[src/hw/cpgrd_pkg.sv]
// Purpose: Constants and types for the configuration protection guard.
// Assumes: APB with 32-bit data, one aligned word per register.
// Notes: Register offsets are byte addresses.
package cpgrd_pkg;
  localparam logic [11:0] OFS_DBGLV = 12'h000;
  localparam logic [11:0] OFS_RDLO = 12'h004;
  localparam logic [11:0] OFS_RDHI = 12'h008;
  localparam logic [11:0] OFS_WRLO = 12'h00C;
  localparam logic [11:0] OFS_WRHI = 12'h010;
  localparam logic [11:0] OFS_STATUS = 12'h014;
  localparam logic [11:0] OFS_CHECK = 12'h018;
  localparam logic [11:0] OFS_RELOAD = 12'h01C;
  localparam int LV_BIT = 2;
  localparam int RD_EE_BIT = 7;
  localparam int RD_BOOT_BIT = 6;
  localparam int WR_EE_BIT = 7;
  localparam int WR_BOOT_BIT = 6;
  localparam int WR_CFG_BIT = 5;
  localparam logic [7:0] RST_DBGLV = 8'h85;
  localparam logic [7:0] RST_GUARD_LO = 8'h0F;
  localparam logic [7:0] RST_RDHI = 8'hC0;
  localparam logic [7:0] RST_WRHI = 8'hE0;
  localparam logic [23:0] ID_FIRST = 24'h200000;
  localparam logic [23:0] ID_LAST = 24'h200007;
  localparam logic [23:0] CFG_FIRST = 24'h300000;
  localparam logic [23:0] CFG_LAST = 24'h30000F;
  localparam logic [23:0] EE_FIRST = 24'hF00000;
  localparam logic [23:0] EE_LAST = 24'hF003FF;
  localparam logic [23:0] BOOT_LAST = 24'h0007FF;
  localparam int BLOCK_SHIFT = 14;
  localparam logic [23:0] CODE_LAST = 24'h00FFFF;
  localparam logic [15:0] STAT_PROT_BIT = 16'h0001;

  typedef enum logic [2:0] {
    CPGRD_AREA_BOOT, CPGRD_AREA_CODE, CPGRD_AREA_ID,
    CPGRD_AREA_CFG, CPGRD_AREA_EE, CPGRD_AREA_NONE
  } cpgrd_area_t;

  typedef struct packed {
    logic [23:0] addr;
    logic is_write;
    logic from_prog;
    logic valid;
  } cpgrd_req_t;

  typedef struct packed {
    logic allow;
    logic deny_read;
    logic deny_write;
  } cpgrd_rsp_t;

  typedef enum logic [1:0] {
    CPGRD_MODE_RUN, CPGRD_MODE_LV, CPGRD_MODE_HV
  } cpgrd_mode_t;
endpackage : cpgrd_pkg

[src/hw/cpgrd_guard.sv]
// Purpose: Memory access guard driven by the protection configuration bytes.
// Assumes: Nonvolatile configuration bytes arrive as stable inputs; pins are asynchronous.
// Notes: Software sees and stages configuration over APB; reload re-samples the nonvolatile input bytes, not the staged values.
`timescale 1ns/1ps
module cpgrd_guard
  import cpgrd_pkg::*;
#(
  parameter int NUM_BLOCKS = 4
) (
  input wire logic pclk,
  input wire logic presetn,
  input wire logic psel,
  input wire logic penable,
  input wire logic pwrite,
  input wire logic [11:0] paddr,
  input wire logic [31:0] pwdata,
  output logic [31:0] prdata,
  output logic pready,
  output logic pslverr,
  input wire logic [7:0] nv_dbglv,
  input wire logic [7:0] nv_rdlo,
  input wire logic [7:0] nv_rdhi,
  input wire logic [7:0] nv_wrlo,
  input wire logic [7:0] nv_wrhi,
  input wire logic master_clear_vpp_pin,
  input wire logic prog_entry_select_pin,
  input wire cpgrd_req_t req,
  output cpgrd_rsp_t rsp,
  output logic prog_entry_select_gpio_en,
  output cpgrd_mode_t prog_mode
);

  ////////////////////////////////////////////////////////////////////////////
  // Active configuration, sampled at reset release and on software reload.
  logic [7:0] dbglv_q, rdlo_q, rdhi_q, wrlo_q, wrhi_q;
  logic loaded_q;
  logic reload_q;
  logic apb_wr;
  logic apb_rd;
  logic [11:0] ofs;
  assign ofs = {paddr[11:2], 2'b00};
  assign apb_wr = psel & penable & pwrite;
  assign apb_rd = psel & penable & ~pwrite;
  assign pready = 1'b1;

  always_ff @(posedge pclk or negedge presetn) begin
    if (!presetn) begin
      dbglv_q <= RST_DBGLV;
      rdlo_q <= RST_GUARD_LO;
      rdhi_q <= RST_RDHI;
      wrlo_q <= RST_GUARD_LO;
      wrhi_q <= RST_WRHI;
      loaded_q <= 1'b0;
    end else if (!loaded_q || reload_q) begin
      // The straps are captured only after release, never under the reset itself.
      dbglv_q <= nv_dbglv;
      rdlo_q <= nv_rdlo;
      rdhi_q <= nv_rdhi;
      wrlo_q <= nv_wrlo;
      wrhi_q <= nv_wrhi;
      loaded_q <= 1'b1;
    end
  end

  always_ff @(posedge pclk or negedge presetn) begin
    if (!presetn) begin
      reload_q <= 1'b0;
    end else begin
      reload_q <= apb_wr && ofs == OFS_RELOAD && pwdata[0];
    end
  end

  ////////////////////////////////////////////////////////////////////////////
  // Pin synchronisers: a change counts once stages two and three agree.
  logic [2:0] vpp_s_q, pgm_s_q;
  logic vpp_q, pgm_q;
  always_ff @(posedge pclk or negedge presetn) begin
    if (!presetn) begin
      vpp_s_q <= 3'h0;
      pgm_s_q <= 3'h0;
    end else begin
      vpp_s_q <= {vpp_s_q[1:0], master_clear_vpp_pin};
      pgm_s_q <= {pgm_s_q[1:0], prog_entry_select_pin};
    end
  end
  always_ff @(posedge pclk or negedge presetn) begin
    if (!presetn) begin
      vpp_q <= 1'b0;
      pgm_q <= 1'b0;
    end else begin
      if (vpp_s_q[1] == vpp_s_q[2]) vpp_q <= vpp_s_q[2];
      if (pgm_s_q[1] == pgm_s_q[2]) pgm_q <= pgm_s_q[2];
    end
  end

  ////////////////////////////////////////////////////////////////////////////
  // Programming entry selection.
  logic lv_en;
  cpgrd_mode_t mode_d;
  assign lv_en = dbglv_q[LV_BIT];
  always_comb begin
    if (vpp_q) begin
      mode_d = CPGRD_MODE_HV;
    end else if (lv_en && pgm_q) begin
      mode_d = CPGRD_MODE_LV;
    end else begin
      mode_d = CPGRD_MODE_RUN;
    end
  end
  always_ff @(posedge pclk or negedge presetn) begin
    if (!presetn) begin
      prog_mode <= CPGRD_MODE_RUN;
    end else begin
      prog_mode <= mode_d;
    end
  end
  // The select pin is a programming pin whenever low-voltage entry is enabled.
  assign prog_entry_select_gpio_en = ~lv_en;

  ////////////////////////////////////////////////////////////////////////////
  // Access check.
  cpgrd_area_t area;
  logic [1:0] blk;
  logic rd_ok, wr_ok;
  logic [NUM_BLOCKS-1:0] blk_rd_ok, blk_wr_ok;
  genvar g;
  generate
    for (g = 0; g < NUM_BLOCKS; g++) begin : g_blk
      assign blk_rd_ok[g] = rdlo_q[g];
      assign blk_wr_ok[g] = wrlo_q[g];
    end
  endgenerate

  always_comb begin
    blk = req.addr[BLOCK_SHIFT+1:BLOCK_SHIFT];
    if (req.addr <= BOOT_LAST) area = CPGRD_AREA_BOOT;
    else if (req.addr <= CODE_LAST) area = CPGRD_AREA_CODE;
    else if (req.addr >= ID_FIRST && req.addr <= ID_LAST) area = CPGRD_AREA_ID;
    else if (req.addr >= CFG_FIRST && req.addr <= CFG_LAST) area = CPGRD_AREA_CFG;
    else if (req.addr >= EE_FIRST && req.addr <= EE_LAST) area = CPGRD_AREA_EE;
    else area = CPGRD_AREA_NONE;
    case (area)
      CPGRD_AREA_BOOT: begin
        rd_ok = rdhi_q[RD_BOOT_BIT];
        wr_ok = wrhi_q[WR_BOOT_BIT];
      end
      CPGRD_AREA_CODE: begin
        rd_ok = blk_rd_ok[blk];
        wr_ok = blk_wr_ok[blk];
      end
      CPGRD_AREA_ID: begin
        rd_ok = 1'b1;
        wr_ok = 1'b1;
      end
      CPGRD_AREA_CFG: begin
        rd_ok = 1'b1;
        wr_ok = wrhi_q[WR_CFG_BIT];
      end
      CPGRD_AREA_EE: begin
        rd_ok = rdhi_q[RD_EE_BIT];
        wr_ok = wrhi_q[WR_EE_BIT];
      end
      default: begin
        rd_ok = 1'b0;
        wr_ok = 1'b0;
      end
    endcase
  end

  // Table reads by running code and programmer reads are treated alike.
  always_ff @(posedge pclk or negedge presetn) begin
    if (!presetn) begin
      rsp <= '0;
    end else begin
      rsp.deny_read <= req.valid & ~req.is_write & ~rd_ok;
      rsp.deny_write <= req.valid & req.is_write & ~wr_ok;
      rsp.allow <= req.valid & (req.is_write ? wr_ok : rd_ok);
    end
  end

  ////////////////////////////////////////////////////////////////////////////
  // APB register access; staged bytes stay inside and are only read back at the check and reload offsets.
  logic any_prot;
  logic [7:0] stage_dbglv_q, stage_rdlo_q, stage_rdhi_q, stage_wrlo_q, stage_wrhi_q;
  logic cfg_locked;
  assign any_prot = ~&rdlo_q[NUM_BLOCKS-1:0] | ~rdhi_q[RD_BOOT_BIT];
  // A cleared config write guard freezes every staged byte; only high-voltage
  // entry may alter the low-voltage enable bit.
  assign cfg_locked = ~wrhi_q[WR_CFG_BIT];

  always_ff @(posedge pclk or negedge presetn) begin
    if (!presetn) begin
      stage_dbglv_q <= RST_DBGLV;
      stage_rdlo_q <= RST_GUARD_LO;
      stage_rdhi_q <= RST_RDHI;
      stage_wrlo_q <= RST_GUARD_LO;
      stage_wrhi_q <= RST_WRHI;
    end else if (apb_wr && !cfg_locked) begin
      case (ofs)
        OFS_DBGLV: begin
          stage_dbglv_q <= pwdata[7:0];
          if (prog_mode != CPGRD_MODE_HV) stage_dbglv_q[LV_BIT] <= stage_dbglv_q[LV_BIT];
        end
        OFS_RDLO: stage_rdlo_q <= pwdata[7:0];
        OFS_RDHI: stage_rdhi_q <= pwdata[7:0];
        OFS_WRLO: stage_wrlo_q <= pwdata[7:0];
        OFS_WRHI: stage_wrhi_q <= pwdata[7:0];
        default: ;
      endcase
    end
  end

  logic [31:0] rdata_d;
  always_comb begin
    case (ofs)
      OFS_DBGLV: rdata_d = {24'h000000, dbglv_q};
      OFS_RDLO: rdata_d = {24'h000000, rdlo_q};
      OFS_RDHI: rdata_d = {24'h000000, rdhi_q};
      OFS_WRLO: rdata_d = {24'h000000, wrlo_q};
      OFS_WRHI: rdata_d = {24'h000000, wrhi_q};
      OFS_STATUS: rdata_d = {28'h0000000, cfg_locked, prog_mode, any_prot};
      OFS_CHECK: rdata_d = {stage_wrhi_q, stage_wrlo_q, stage_rdhi_q, stage_rdlo_q};
      OFS_RELOAD: rdata_d = {24'h000000, stage_dbglv_q};
      default: rdata_d = 32'h00000000;
    endcase
  end
  assign prdata = rdata_d;
  assign pslverr = psel & penable & (ofs > OFS_RELOAD);

  ////////////////////////////////////////////////////////////////////////////
  // Assertions.
  a_vpp_forces_hv: assert property (@(posedge pclk) disable iff (!presetn)
    vpp_q |=> prog_mode == CPGRD_MODE_HV) else $error("High level did not enter programming.");
  a_lv_off_gpio: assert property (@(posedge pclk) disable iff (!presetn)
    !lv_en |-> prog_entry_select_gpio_en) else $error("Select pin not I/O.");
  a_lv_no_gpio: assert property (@(posedge pclk) disable iff (!presetn)
    prog_mode == CPGRD_MODE_LV |-> !prog_entry_select_gpio_en) else $error("Pin I/O in LV.");
  a_blk_read: assert property (@(posedge pclk) disable iff (!presetn)
    req.valid && !req.is_write && area == CPGRD_AREA_CODE && !rdlo_q[blk] |=> rsp.deny_read)
    else $error("Protected block read allowed.");
  a_blk_write: assert property (@(posedge pclk) disable iff (!presetn)
    req.valid && req.is_write && area == CPGRD_AREA_CODE |=> rsp.deny_write == !$past(wrlo_q[blk]))
    else $error("Block write guard wrong.");
  a_boot_read: assert property (@(posedge pclk) disable iff (!presetn)
    req.valid && !req.is_write && area == CPGRD_AREA_BOOT |=> rsp.allow == $past(rdhi_q[RD_BOOT_BIT]))
    else $error("Boot read guard wrong.");
  a_ee_write: assert property (@(posedge pclk) disable iff (!presetn)
    req.valid && req.is_write && area == CPGRD_AREA_EE |=> rsp.allow == $past(wrhi_q[WR_EE_BIT]))
    else $error("EEPROM write guard wrong.");
  a_cfg_lock: assert property (@(posedge pclk) disable iff (!presetn)
    req.valid && req.is_write && area == CPGRD_AREA_CFG && !wrhi_q[WR_CFG_BIT] |=> rsp.deny_write)
    else $error("Locked config written.");
  a_id_readable: assert property (@(posedge pclk) disable iff (!presetn)
    req.valid && !req.is_write && (area == CPGRD_AREA_ID || area == CPGRD_AREA_CFG) |=> rsp.allow)
    else $error("ID or config read denied.");
  a_load_once: assert property (@(posedge pclk) disable iff (!presetn)
    !loaded_q |=> loaded_q && rdlo_q == $past(nv_rdlo)) else $error("Bits not sampled.");
endmodule : cpgrd_guard

[config.mk]
export PLATFORM = sky130hd
export DESIGN_NAME = cpgrd_guard
export DESIGN_NICKNAME = d
export VERILOG_FILES = /design/src/hw/cpgrd_pkg.sv /design/src/hw/cpgrd_guard.sv
export SDC_FILE = /design/constraint.sdc
export NUM_CORES = 1
export LEC_CHECK = 0
export BUFFER_PORTS_ARGS = -buffer_cell sky130_fd_sc_hd__buf_4
export CAP_MARGIN = 25
export CORE_MARGIN = 4
export CORE_UTILIZATION = 54
export DETAILED_ROUTE_END_ITERATION = 8
export PLACE_DENSITY = 0.86
export SLEW_MARGIN = 20
export SYNTH_ARGS = -nofsm -noshare
export SYNTH_HDL_FRONTEND = slang
export SYNTH_SLANG_ARGS = --single-unit
[constraint.sdc]
create_clock -name pclk -period 7.6 [get_ports pclk]
set_input_delay 1.52 -clock pclk [delete_from_list [all_inputs] [get_ports pclk]]
set_output_delay 1.52 -clock pclk [all_outputs]
set_load 0.01 [all_outputs]
Yosys cells after proc, flatten, opt, wreduce, memory -nomap -nowiden
Cells that the tools add are included.
{ "classes": {"n_eq_ne": 14, "n_reduce_logical": 20, "magnitude_cmp": 10, "mux": 15, "bitwise": 16} }
{ "op_table": {"columns": ["operator", "n"], "rows": [
  ["$pmux W32 S8", 1],
  ["$ge A24 B22 Y1 const B", 2],
  ["$le A24 B22 Y1 const B", 2],
  ["$eq A10 B3 Y1 const B", 4],
  ["$ge A24 B24 Y1 const B", 1],
  ["$le A24 B11 Y1 const B", 1],
  ["$le A24 B16 Y1 const B", 1],
  ["$le A24 B24 Y1 const B", 1],
  ["$eq A10 B2 Y1 const B", 2],
  ["$gt A12 B5 Y1 const B", 1],
  ["$logic_not A12 Y1", 1],
  ["$mux W3", 4],
  ["$eq A10 B1 Y1 const B", 1],
  ["$reduce_and A2 Y1", 5],
  ["$and A1 B1 Y1", 8],
  ["$logic_and A1 B1 Y1", 7],
  ["$not A1 Y1", 7],
  ["$eq A3 B2 Y1 const B", 2],
  ["$mux W1", 5],
  ["$pmux W1 S5", 1],
  ["$bmux W1 S2", 2],
  ["$pmux W1 S4", 1],
  ["$reduce_and A4 Y1", 1],
  ["$eq A3 B1 Y1 const B", 1],
  ["11 further kinds", 13]
]} }
{ "word_totals": {"in_bits": 118, "output_inout_bits": 40, "register_bits": 95, "wordCells": 96} }

Longest topological paths before layout
{ "depth": {"depth_word": 12, "mapped_depth": 6, "ltp_nobuf": 5} }

Worst setup path before layout
OpenSTA, ideal clock, no wires.
{ "synth_timing": {"kind": "input-to-output", "startpoint": "in paddr[9]", "endpoint": "out prdata[3]", "path_slack_ns": 2.621, "n_path_buf": 1, "t_required_ns": 6.080, "t_arrival_ns": 3.459, "cell_stages": 6, "cell_sequence": "or4_1 -> or4_4 -> buf_6 -> nor3_1 -> a222oi_1 -> o21ai_0"} }
{ "synth_via": {"elab_chain_len": 2, "elab_cells_between_ends": 9, "classes_between": "eq/ne: 7; mux: 1; reduce/logical: 1"} }
{ "synth_rtl": {"columns": ["element", "line", "rtl"], "rows": [
  ["start, declared", "cpgrd_guard.sv:15", "input wire logic [11:0] paddr,"],
  ["$eq A10 B3 Y1 (tied with other cells)", "cpgrd_guard.sv:215", "case (ofs)"],
  ["$pmux W32 S8 *", "cpgrd_guard.sv:215", null],
  ["end, declared", "cpgrd_guard.sv:17", "output logic [31:0] prdata,"]
]} }
Every way passes the cells marked *; elsewhere a longest branch is shown, timed or not.

Final worst setup path
{ "layout_timing": {"startpoint": "in paddr[9]", "endpoint": "out prdata[6]"} }
Same word-level chain as after synthesis.

==> out/qor.log <==
INFO  outcome        outcome=complete, no violations
INFO  run            max_cap_viol_count=0
INFO  final_layout   final_area=5590µm²
INFO  synth          postSynthCellCount=330
INFO  synth          ys.flop_type=dfrtp_1
INFO  detailed_routing ant_nets=0
INFO  final_layout   layout.nets=573
INFO  power_and_ir_drop irDropWorstVdd=0.000106V
INFO  synth          synth_sequential_area_ratio=0.552
INFO  detailed_routing drtIter0Drc=201
INFO  final_layout   syn_to_final_growth=27.7%
INFO  clock_network  cts.sinks=95
INFO  sta            clock-skew-final=0.00858ns
INFO  synth          synth_top_area_cell=dfrtp_1
INFO  sta            setup_ws=1.92ns
INFO  critical_path  critical_path_class=primary input to primary output
INFO  final_layout   layoutNonFillerInstCount=562
INFO  clock_network  post_cts_setup_buffers=0
INFO  power_and_ir_drop power_per_cell_area=173nW/µm²
INFO  synth          ys_ff_latch=95
INFO  detailed_routing first_pass_iters=4
INFO  detailed_routing drc_errors=0
INFO  critical_path  timing.critical_path.fanout_max=12
INFO  placement      place_congestion=0.817
INFO  power_and_ir_drop leakage=2.57nW
INFO  detailed_routing avgViaCountPerCell=5.63
INFO  clock_network  cts_root_buf=clkbuf_8
INFO  sta            timing_max_transition_violations_final=0
INFO  clock_network  cts_buffers=9
INFO  die            fp.dieH=98.1µm
INFO  worst_hold_path worstHoldPathType=register to register
INFO  final_layout   post_route_cells_drive_above_1_share=0.585
INFO  clock_network  cts_tree=yes
INFO  sta            hold_viol=0
INFO  clock_network  post_cts.resized_instances=0
INFO  critical_path  critical_path.startpoint_type=primary input
INFO  die            site_row_count=32
INFO  clock_network  clock_insertion_delay_worst_skew=0.35ns
INFO  sta            finalWorstPathRequiredPeriod=5.68ns
INFO  synth          post_synth_main_area_contributors=dfrtp_1 36%, mux2_2 20%, dfstp_2 19%
INFO  die            start_util=0.561
INFO  sta            timing.setup.tns=0ns
INFO  die            die_area=9610µm²
INFO  critical_path  crit_path_max_incr_delay=0.88ns
INFO  sta            fmaxAchievable=0.176GHz
INFO  synth          synth_top_cell_area_share=0.360
INFO  critical_path  arrival_time_at_the_worst_endpoint=4.16ns
INFO  grt            first_global_vias=3,383
INFO  synth          number_of_enable_type_register_cells_in_the_synthesized_netlist=0
INFO  die            core_area=7810µm²
INFO  final_layout   diodes=0
INFO  grt            gr-usage-all-layers=0.222
INFO  synth          synth_async_sr_flop_share=1.00
INFO  clock_network  clkSlewWorstSetupHoldPaths=0.09ns
INFO  synth          post_synth_num_cell_types=44
INFO  synth          syn_avg_cell_area=13.3µm²
INFO  detailed_routing dr_total_vias=3,162
INFO  clock_network  htreeDepth=3
INFO  placement      numPortBuffers=126
INFO  sta            slew_headroom=0.300
INFO  grt            grt_antenna_before_repair=0
INFO  placement      place_worst_setup_slack=1.90ns
INFO  synth          syn-cell-area=4380µm²
INFO  grt            grt_start_max_net_pins=66
INFO  detailed_routing route.final.wire_length=10,400µm
INFO  grt            grt_pass1_wl=16,900µm
INFO  sta            grt_setup_unrepaired=no
INFO  clock_network  cts_max_path_buffers=2
INFO  clock_network  cts_hold_buf=0
INFO  placement      hpwlAfterDp=7890µm
INFO  critical_path  cp.required=6.08ns
INFO  critical_path  path_cells=buf_4 > or4_1 > or4_4 > nor3_1 > a22oi_1 > nand3_1 > buf_4
INFO  final_layout   final.fill_count=535
INFO  die            floorplan.die.width=98.1µm
INFO  detailed_routing avgRoutedWirePerCell=18.5µm
INFO  critical_path  reg2reg_slack=5.58ns
INFO  grt            grt.overflow.total=0
INFO  sta            worst_slew_pin_slew=1.04ns
INFO  sta            report.final.setup_viol=0
INFO  sta            post_route_clock_period_utilization=0.747
INFO  final_layout   fin_util=0.716
INFO  synth          synth_warnings=0
INFO  critical_path  critical_path.slowest_cell=nor3_1
INFO  critical_path  cp-end-kind=primary output
INFO  critical_path  most_frequent_cell_on_the_critical_path=buf_4
INFO  placement      placed_cells_incl_taps=546
INFO  die            num_io_pins=158
INFO  placement      placed_cell_area=5410µm²
==> cells in the mapped netlist, drive strengths merged, types with 2 or more instances <==
cell type  number
a222oi          6
mux2i           2
maj3            2
nor2           10
nand4           2
nand2           9
nor3            6
nand3           9
dfstp          32
nor4            6
and3            6
mux4            5
mux2           77
a22oi          11
a21oi           3
o21ai          10
and2           25
nand2b          3
clkbuf         12
buf             3
or4             3
or2             2
nor4b           2
dfrtp          63
inv             7
a211oi          2
==> registers in the layout, summed over array words and instances (netlist names), 8 cells and up <==
signal,cells
wrhi_q,8
stage_wrhi_q,8
rdlo_q,8
stage_rdlo_q,8
stage_dbglv_q,8
dbglv_q,8
stage_wrlo_q,8
rdhi_q,8
stage_rdhi_q,8
wrlo_q,8
==> logic make-up after synthesis <==
family                   count (synthesis)  synth area share
other                                    1          0.000856
AND/OR/NAND/NOR                         89             0.132
flip-flops                              95             0.552
AO/OA/AOI/OAI                           37            0.0609
multiplexers                            84             0.228
buffers and inverters                   22            0.0214
adder cells (fa/ha/maj)                  2           0.00457
==> critical path, delay by kind of cell <==
| kind | cells | cell delay, ns |
|---|---|---|
| and+or+nand+nor | 4 | 2.12 |
| AOI/OAI and AO/OA | 1 | 0.26 |
| buffers and inverters | 2 | 0.24 |
==> worst paths after layout <==
path / cells after the start / end / startpoint
setup / recovery: 7 / prdata[6] / paddr[9]
hold / removal: 0 / vpp_s_q[1] / vpp_s_q[0]
setup reg to reg: 3 / stage_wrhi_q[3] / wrhi_q[5]
hold reg to reg: 0 / vpp_s_q[1] / vpp_s_q[0]
max in group asynchronous: 2 / rdlo_q[7] / presetn
min in group asynchronous: 1 / stage_wrhi_q[0] / presetn
==> layout by cell type (no fill, tap or decap), types with 2 or more instances in the layout <==
| cell | Yosys | final |
|---|---|---|
| conb_1 | 1 | 2 |
| mux4_2 | 5 | 5 |
| a22oi_1 | 11 | 11 |
| nand2_1 | 9 | 9 |
| a211oi_1 | 2 | 2 |
| dfrtp_1 | 63 | 63 |
| nand3_1 | 9 | 9 |
| o21ai_0 | 10 | 10 |
| a21oi_1 | 3 | 3 |
| or4_1 | 2 | 2 |
| dfstp_2 | 32 | 32 |
| clkinvlp_4 | 0 | 4 |
| nor4b_1 | 2 | 2 |
| and2_1 | 25 | 25 |
| inv_1 | 7 | 7 |
| or2_2 | 2 | 2 |
| nor2_1 | 10 | 10 |
| maj3_1 | 2 | 2 |
| and3_1 | 5 | 5 |
| clkbuf_8 | 0 | 11 |
| mux2i_1 | 2 | 2 |
| a222oi_1 | 6 | 6 |
| nor4_1 | 2 | 2 |
| nand2b_1 | 3 | 2 |
| nor4_4 | 4 | 4 |
| nor3_1 | 5 | 5 |
| buf_4 | 1 | 128 |
| nand4_1 | 2 | 2 |
| mux2_2 | 77 | 77 |
==> metal layers <==
| layer | vias to the layer above | track usage | part of all wire |
|---|---|---|---|
| li1 | 1464 | - | - |
| met1 | 1582 | 0.263 | 0.38 |
| met2 | 92 | 0.394 | 0.54 |
| met3 | 24 | 0.0464 | 0.053 |
| met4 | 0 | 0.0884 | 0.028 |
| met5 | - | 0 | 0 |
==> report_power, final <==
part	switching (mW)	total [mW]	leakage [nW]	internal (mW)
registers	0.0174	0.556	1.13	0.538
clock network	0.169	0.306	0.0809	0.137
logic	0.0458	0.109	1.36	0.0627
total	0.232	0.970	2.57	0.738
==> metrics by stage <==
stage / power, mW / hold WS [ns]
5_1_grt: 1.01 / 0.374
2_1_floorplan: 0.608 / 0.331
3_3_place_gp: 0.668 / 0.332
4_1_cts: 0.976 / 0.366
3_5_place_dp: 0.675 / 0.346
6_report: 0.970 / 0.363
==> area by class of cell <==
class | instances | area (µm²) | share of cell area
multi-input combinational | 214 | 1870 | 0.335
timing repair buffer | 128 | 961 | 0.172
tap | 102 | 128 | 0.0228
inverter | 7 | 26.3 | 0.00470
sequential | 95 | 2420 | 0.432
clock buffer | 12 | 155 | 0.0277
clock inverter | 4 | 30.0 | 0.00537
Note: power is estimated with default switching activity, not from simulation.
